$ cat src/rtl/lacr_pkg.sv
// Package with constants and carrier types of the load-adaptive current regulator
package lacr_pkg;
	localparam int LOAD_W = 10;
	localparam int SCALE_W = 5;
	localparam int VEL_W = 23;
	localparam int THR_SHIFT = 5;
	localparam logic [SCALE_W-1:0] SCALE_RESET = 5'h1F;
	localparam int FILT_LEN = 4;
	localparam logic [1:0] FILT_LAST = 2'h3;

	// Configuration bundle written by host software
	typedef struct packed {
		logic [3:0] lower_load_threshold;
		logic [3:0] upper_threshold_offset;
		logic [1:0] current_increment_step;
		logic [1:0] decrement_measure_count;
		logic min_current_quarter;
		logic filter_enable;
		logic stop_on_stall_enable;
		logic load_commutation_mode;
		logic [SCALE_W-1:0] run_current_scale;
		logic [SCALE_W-1:0] standstill_current_scale;
		logic [VEL_W-1:0] regulation_low_velocity;
		logic [VEL_W-1:0] regulation_high_velocity;
	} lacr_cfg_type;

	// Load measurement event from the measurement front end
	typedef struct packed {
		logic valid;
		logic blocked;
		logic [LOAD_W-1:0] load_reading;
	} lacr_meas_type;
endpackage

$ cat src/rtl/lacr_filter.sv
// Four-sample averaging filter for load measurements
`timescale 1ns/1ps
`default_nettype none
module lacr_filter (
	input wire logic sys_clk,
	input wire logic nrst,
	input wire logic ce,
	input wire logic enable,
	input wire logic in_valid,
	input wire logic [lacr_pkg::LOAD_W-1:0] in_load,
	output logic out_valid,
	output logic [lacr_pkg::LOAD_W-1:0] out_load
);
	import lacr_pkg::*;
	logic [1:0] cnt_q;
	logic [LOAD_W+1:0] sum_q;
	wire logic [LOAD_W+1:0] sum_next = sum_q + {2'h0, in_load};
	wire logic last = (cnt_q == FILT_LAST);

	// Accumulate four readings and emit their mean, or pass through when off
	always_ff @(posedge sys_clk or negedge nrst) begin
		if (!nrst) begin
			cnt_q <= 2'h0;
			sum_q <= '0;
			out_valid <= 1'b0;
			out_load <= '0;
		end else if (ce) begin
			out_valid <= 1'b0;
			if (in_valid && !enable) begin
				out_valid <= 1'b1;
				out_load <= in_load;
				cnt_q <= 2'h0;
				sum_q <= '0;
			end else if (in_valid) begin
				cnt_q <= cnt_q + 2'h1;
				sum_q <= last ? '0 : sum_next;
				if (last) begin
					out_valid <= 1'b1;
					out_load <= sum_next[LOAD_W+1:2];
				end
			end
		end
	end
endmodule // lacr_filter
`default_nettype wire

$ cat src/rtl/lacr_regulator.sv
// Load-adaptive current regulator for one stepper axis
// Operation
// - Lower setting zero disables regulation
// - Reading below setting*32 raises current
// - Upper threshold is (low+offset+1)*32
// - Increment step widths 1, 2, 4, 8
// - Decrement after 32, 8, 2, 1 readings
// - Minimum is half or quarter run scale
// - Below low velocity regulation is off
// - Above high velocity regulation is off
// - Actual current scale status is readable
// - Filter cuts regulation rate by four
// - Low velocity uses plain run/hold current
// - Zero reading with stop enabled stops motor
// - Commutation mode slows overloaded motor
// - Commutation mode flags a blocked motor
// - One load measurement per full step
// - Filter averages four measurements
// - Stop-on-stall bit makes ramp stop
`timescale 1ns/1ps
`default_nettype none
module lacr_regulator (
	input wire logic sys_clk,
	input wire logic nrst,
	input wire logic ce,
	input wire lacr_pkg::lacr_cfg_type cfg,
	input wire lacr_pkg::lacr_meas_type meas,
	input wire logic [lacr_pkg::VEL_W-1:0] ramp_velocity,
	input wire logic standstill,
	input wire logic stall_clear,
	output logic [lacr_pkg::SCALE_W-1:0] actual_current_scale,
	output logic regulation_active,
	output logic stall_stop,
	output logic stall_flag,
	output logic velocity_reduce,
	output logic fullstep_select,
	output logic [lacr_pkg::LOAD_W-1:0] filtered_load
);
	import lacr_pkg::*;

	typedef enum logic [1:0] {
		ST_PLAIN = 2'b00,
		ST_REGULATE = 2'b01
	} lacr_state_type;

	lacr_state_type state_q, state_d;
	logic [SCALE_W-1:0] scale_q;
	logic [5:0] above_cnt_q;
	logic f_valid;
	logic [LOAD_W-1:0] f_load;

	// Each full-step measurement event enters the optional filter
	lacr_filter u_filter (
		.sys_clk(sys_clk),
		.nrst(nrst),
		.ce(ce),
		.enable(cfg.filter_enable),
		.in_valid(meas.valid),
		.in_load(meas.load_reading),
		.out_valid(f_valid),
		.out_load(f_load)
	);

	// Thresholds and limits
	wire logic [LOAD_W:0] low_thr = {7'h00, cfg.lower_load_threshold} << THR_SHIFT;
	wire logic [LOAD_W:0] up_thr = ({6'h00, 1'b0, cfg.lower_load_threshold}
		+ {7'h00, cfg.upper_threshold_offset} + 11'h001) << THR_SHIFT;
	wire logic below_low = {1'b0, f_load} < low_thr;
	wire logic above_up = {1'b0, f_load} >= up_thr;
	wire logic [SCALE_W:0] run_plus = {1'b0, cfg.run_current_scale} + 6'h01;
	wire logic [SCALE_W:0] min_sum = cfg.min_current_quarter ? (run_plus >> 2) : (run_plus >> 1);
	wire logic [SCALE_W-1:0] min_scale = (min_sum == 6'h00) ? 5'h00 : 5'(min_sum - 6'h01);
	wire logic [4:0] inc_step = 5'h01 << cfg.current_increment_step;
	wire logic [5:0] dec_need = (cfg.decrement_measure_count == 2'h0) ? 6'h20 :
		(cfg.decrement_measure_count == 2'h1) ? 6'h08 :
		(cfg.decrement_measure_count == 2'h2) ? 6'h02 : 6'h01;

	// Regulation window
	wire logic vel_ok = !standstill && (ramp_velocity >= cfg.regulation_low_velocity)
		&& (ramp_velocity <= cfg.regulation_high_velocity);
	wire logic reg_en = (cfg.lower_load_threshold != 4'h0) && vel_ok && !cfg.load_commutation_mode;

	// Saturating arithmetic
	wire logic [SCALE_W:0] inc_sum = {1'b0, scale_q} + {1'b0, inc_step};
	wire logic [SCALE_W-1:0] inc_val = (inc_sum > {1'b0, cfg.run_current_scale}) ?
		cfg.run_current_scale : inc_sum[SCALE_W-1:0];
	wire logic [SCALE_W-1:0] dec_val = (scale_q > min_scale) ? scale_q - 5'h01 : min_scale;
	wire logic [5:0] above_next = above_cnt_q + 6'h01;
	wire logic dec_fire = f_valid && above_up && (above_next >= dec_need);
	wire logic [SCALE_W-1:0] plain_scale = standstill ? cfg.standstill_current_scale
		: cfg.run_current_scale;
	wire logic stall_evt = f_valid && (f_load == '0);

	// State choice
	always_comb begin
		state_d = state_q;
		case (state_q)
			ST_PLAIN: if (reg_en) begin
				state_d = ST_REGULATE;
			end
			ST_REGULATE: if (!reg_en) begin
				state_d = ST_PLAIN;
			end
			default: state_d = ST_PLAIN;
		endcase
	end

	// State and current scale
	always_ff @(posedge sys_clk or negedge nrst) begin
		if (!nrst) begin
			state_q <= ST_PLAIN;
			scale_q <= SCALE_RESET;
			above_cnt_q <= 6'h00;
		end else if (ce) begin
			state_q <= state_d;
			if (state_q != ST_REGULATE || !reg_en) begin
				scale_q <= plain_scale;
				above_cnt_q <= 6'h00;
			end else if (f_valid) begin
				if (scale_q > cfg.run_current_scale) begin
					scale_q <= cfg.run_current_scale;
				end else if (scale_q < min_scale) begin
					scale_q <= min_scale;
				end else if (below_low) begin
					scale_q <= inc_val;
				end else if (dec_fire) begin
					scale_q <= dec_val;
				end
				above_cnt_q <= (!above_up || dec_fire) ? 6'h00 : above_next;
			end
		end
	end

	// Status outputs and stall handling
	always_ff @(posedge sys_clk or negedge nrst) begin
		if (!nrst) begin
			actual_current_scale <= SCALE_RESET;
			regulation_active <= 1'b0;
			stall_stop <= 1'b0;
			stall_flag <= 1'b0;
			velocity_reduce <= 1'b0;
			fullstep_select <= 1'b0;
			filtered_load <= '0;
		end else if (ce) begin
			actual_current_scale <= scale_q;
			regulation_active <= (state_d == ST_REGULATE); // Follows the window with one register, like fullstep_select
			fullstep_select <= ramp_velocity > cfg.regulation_high_velocity;
			velocity_reduce <= cfg.load_commutation_mode && meas.valid && meas.blocked == 1'b0
				&& meas.load_reading == '0;
			if (f_valid) begin
				filtered_load <= f_load;
			end
			if (cfg.stop_on_stall_enable && (stall_evt ||
				(cfg.load_commutation_mode && meas.valid && meas.blocked))) begin
				stall_stop <= 1'b1;
			end else if (stall_clear) begin
				stall_stop <= 1'b0;
			end
			if (cfg.load_commutation_mode && meas.valid && meas.blocked) begin
				stall_flag <= 1'b1;
			end else if (stall_clear) begin
				stall_flag <= 1'b0;
			end
		end
	end
endmodule // lacr_regulator
`default_nettype wire

$ cat config.mk
export PLATFORM = sky130hd
export DESIGN_NAME = lacr_regulator
export DESIGN_NICKNAME = d
export VERILOG_FILES = /design/src/rtl/lacr_pkg.sv /design/src/rtl/lacr_filter.sv /design/src/rtl/lacr_regulator.sv
export SDC_FILE = /design/constraint.sdc
export NUM_CORES = 1
export LEC_CHECK = 0
export ABC_AREA = 0
export BUFFER_PORTS_ARGS = -buffer_cell sky130_fd_sc_hd__buf_4
export CORE_MARGIN = 1.5
export CORE_UTILIZATION = 50
export DETAILED_ROUTE_END_ITERATION = 7
export PLACE_DENSITY = 0.75
export SYNTH_ARGS = -nofsm -noshare
export SYNTH_HDL_FRONTEND = slang
export SYNTH_SLANG_ARGS = --single-unit
$ cat constraint.sdc
create_clock -name sys_clk -period 8.5 [get_ports sys_clk]
set_clock_uncertainty 0.1 [all_clocks]
set_input_delay 0 -clock sys_clk [delete_from_list [all_inputs] [get_ports sys_clk]]
set_output_delay 0 -clock sys_clk [all_outputs]
set_load 0.1 [all_outputs]
==> flow_summary.ini <==
[worst_setup_path]
crit_cells = 19
crit_start = cfg[51]
worstPathArrival_ns = 4.03
end_kind = flop
worst_r2r_path_depth = 13
cp_max_fo = 10
worstPathCellList = buf_4 > ha_1 > nor2_1 > a31o_2 > a21oi_1 > ha_1 > nand4_1 > o211ai_1 > o21ai_0 > o221a_2 > ha_1 > a21oi_1 > o21ai_0 > a221oi_1 > nor2_1 > o21ai_0 > o21ai_0 > a32o_1 > a211o_1
critPathKind = in2reg
slowest_delay_ns = 0.45
cp.required_ns = 8.64
crit_top_cell = o21ai_0
critPathTopFamily = compound AO/OA/AOI/OAI gates
r2r-start = scale_q[0]
worst_setup_path_start_kind = input pin
crit_slowest_cell = a221oi_1
crit_buf_inv = 1

[pwr]
clock_power_share = 0.227
switchingPower_uw = 770
ir_drop_uv = 285
power.density_mw_per_mm2 = 231
combPwrFrac = 0.518
leakage_uw = 0.00377
swShare = 0.449
internal_power_uw = 945
pwr-share-seq = 0.255

[clock_tree]
cts_buffer_depth = 2
post_cts_buffers = 0
clk_latency_ns = 0.32
cts_root_buffer = clkbuf_16
htree_levels = 3
numCtsBuffers = 9
cts_tree = done
cts.clk_slew.worst_paths_ns = 0.05
cts.sinks = 58

[min_path]
hold_class = in2reg
hp-start = cfg[50]
holdPathStages = 4

[grt]
antenna_found_initial = 0
grt_usage = 0.268
grt_pass1_wl_mm = 27.3
grt_pass1_vias = 5910
overflow = 0
grt_max_degree = 59

[floorplanning]
die_x_um = 110
placement_rows = 39
initial_core_util = 0.510
io_pins = 132
core-area_mm2 = 0.0113
die_h_um = 110
dieArea_mm2 = 0.0122

[final_layout]
diodes = 0
layout-drive-gt1-share = 0.226
nNetsFinal = 1032
final_util = 0.655
area_growth_pct = 28.4
finalInstanceArea_mm2 = 0.00742

[sta]
slew_violations = 0
setup_slack_ns = 4.61
rsz0062_at_grt = no
finalCriticalPeriod_ns = 3.89
fmax_mhz = 257
slew_headroom = 0.481
min_period_over_period = 0.458
finalSetupViolations = 0
worst_pin_slew_ns = 0.768
hold_viol_final = 0
finalSetupTns_ns = 0

[detailed_routing]
drtPass1Iterations = 5
via_per_inst = 5.85
ant_nets = 0
vias = 5665
wirelength_mm = 16.2
drt_drc_violations_left = 0
drtIter0Drc = 291
wl_per_cell_um = 16.7

[yosys]
postSynthCellCount = 674
yosysTopAreaCellShare = 0.208
synth_nets = 885
yosysWarnings = 0
synth_area_leaders = dfrtp_1 (21%), ha_1 (21%), inv_1 (4.9%)
synthesis.area_mm2 = 0.00578
seq_area_frac_synth = 0.253
synth_edf_count = 0
ys_ff_latch = 58
synth-main-ff-cell = dfrtp_1
synth_top_area_cell = dfrtp_1
ys_types = 72
synthArstFlopShare = 1.00
synth_area_per_cell_um2 = 8.57

[place]
dp_hpwl_mm = 12.9
gp_congestion = 0.869
io_buffers = 131
detailedPlace.worstSlack_ns = 4.30
place_area_mm2 = 0.00688

[job]
drv_cap = 0

[status]
status = finished, final reports clean
power by group through the flow:
stage          clock network, uW  logic, uW  registers (uW)
5_1_grt                      408        964             446
3_3_place_gp                   0        843             437
3_5_place_dp                   0        868             441
4_1_cts                      396        884             436
2_1_floorplan                  0        438             627
6_report                     389        889             437
repair_timing:
action / in CTS / in global routing
gates resized for setup: 0 / 0
hold buffers: 21 / 0
endpoints found under the hold margin: 67 / 0
per-layer routing:
layer  track usage  up-vias  wire, um  share of wire
li1              -     2758         -              -
met1         0.311     2727      6740           0.42
met2         0.507      145      8560           0.53
met3        0.0406       35       572          0.035
met4        0.0769        0       335          0.021
met5             0        -         0              0
synthesized netlist by cell type, types with 3 or more instances:
cell type and count:
nor2b_1 8, o221ai_1 3, nor3_1 15, o211ai_1 6, o31ai_1 5, a2111oi_0 4
dfstp_2 10, nand2b_1 9, or2_2 3, o21ai_0 34, a21oi_1 39, nand2_1 70
nand3b_1 3, o22ai_1 5, a22o_1 11, or4_1 4, nor4_1 4, mux2_2 16
and2_1 6, dfrtp_1 48, nand4_1 11, o21a_1 3, xor2_1 8, nor2_1 33
nand3_1 14, o21ai_1 9, clkbuf_1 14, fa_1 3, a211oi_1 7, xnor2_1 14
a31oi_1 5, inv_1 75, mux2i_1 18, ha_1 96, a21o_1 12
cells by family after synthesis:
group	synth area share
DFF	0.253
xor gates and xnor gates	0.0334
muxes	0.0624
buffers and inverters	0.0600
adders and majority gates	0.218
AOI/OAI and AO/OA	0.203
and+or+nand+nor	0.169
tightest hold or removal path: stages:
cell and delay [ns]:
buf_4 0.08, nand2_1 0.05, o2111ai_1 0.09, o221a_1 0.17
area by class of cell:
type / instances / area [um^2]
Multi-Input combinational cell: 524 / 3970
Clock inverter: 7 / 103
Timing Repair Buffer: 153 / 1200
Clock buffer: 9 / 225
Tap cell: 143 / 179
Inverter: 75 / 282
Sequential cell: 58 / 1460
Fill cell: 946 / 3900
final timing paths:
path	end	slack, ns
max	scale_q[0]	4.61
min in group asynchronous	state_q[1]	0.21
min reg2reg	u_filter.cnt_q[1]	0.39
min	scale_q[4]	0.009
max in group asynchronous	u_filter.out_valid	7.60
max reg2reg	scale_q[1]	4.64
cells in the final DEF, fill, tap and decap left out, drive strengths merged, types with 8 or more instances in the layout:
cell / n
nand2: 70
nor2: 34
mux2i: 18
clkbuf: 9
nand3: 14
a21oi: 39
dlygate4sd3: 21
a22o: 11
nand4: 12
nor2b: 8
dfstp: 10
xnor2: 14
o21ai: 43
mux2: 16
nand2b: 9
inv: 76
a21o: 12
buf: 132
xor2: 8
ha: 96
nor3: 16
dfrtp: 48
flip-flops by register name, summed over array words and instances, names as in the netlist, 2 cells and up:
register,count
u_filter.sum_q,12
filtered_load,10
u_filter.cnt_q,2
scale_q,5
actual_current_scale,5
state_q,2
above_cnt_q,6
u_filter.out_load,10
metrics by stage:
| stage | std cells | total power (uW) | hold slack (ns) |
|---|---|---|---|
| finish | 969 | 1710 | 0.00896 |
| global route | 969 | 1820 | 0.0203 |
| CTS | 969 | 1720 | 0.00278 |
| detailed placement | 932 | 1310 | 0.00652 |
| global placement | 932 | 1280 | 0.00327 |
| floorplan | 674 | 1060 | -0.396 |
No activity file was read; power rests on OpenSTA's default activity.
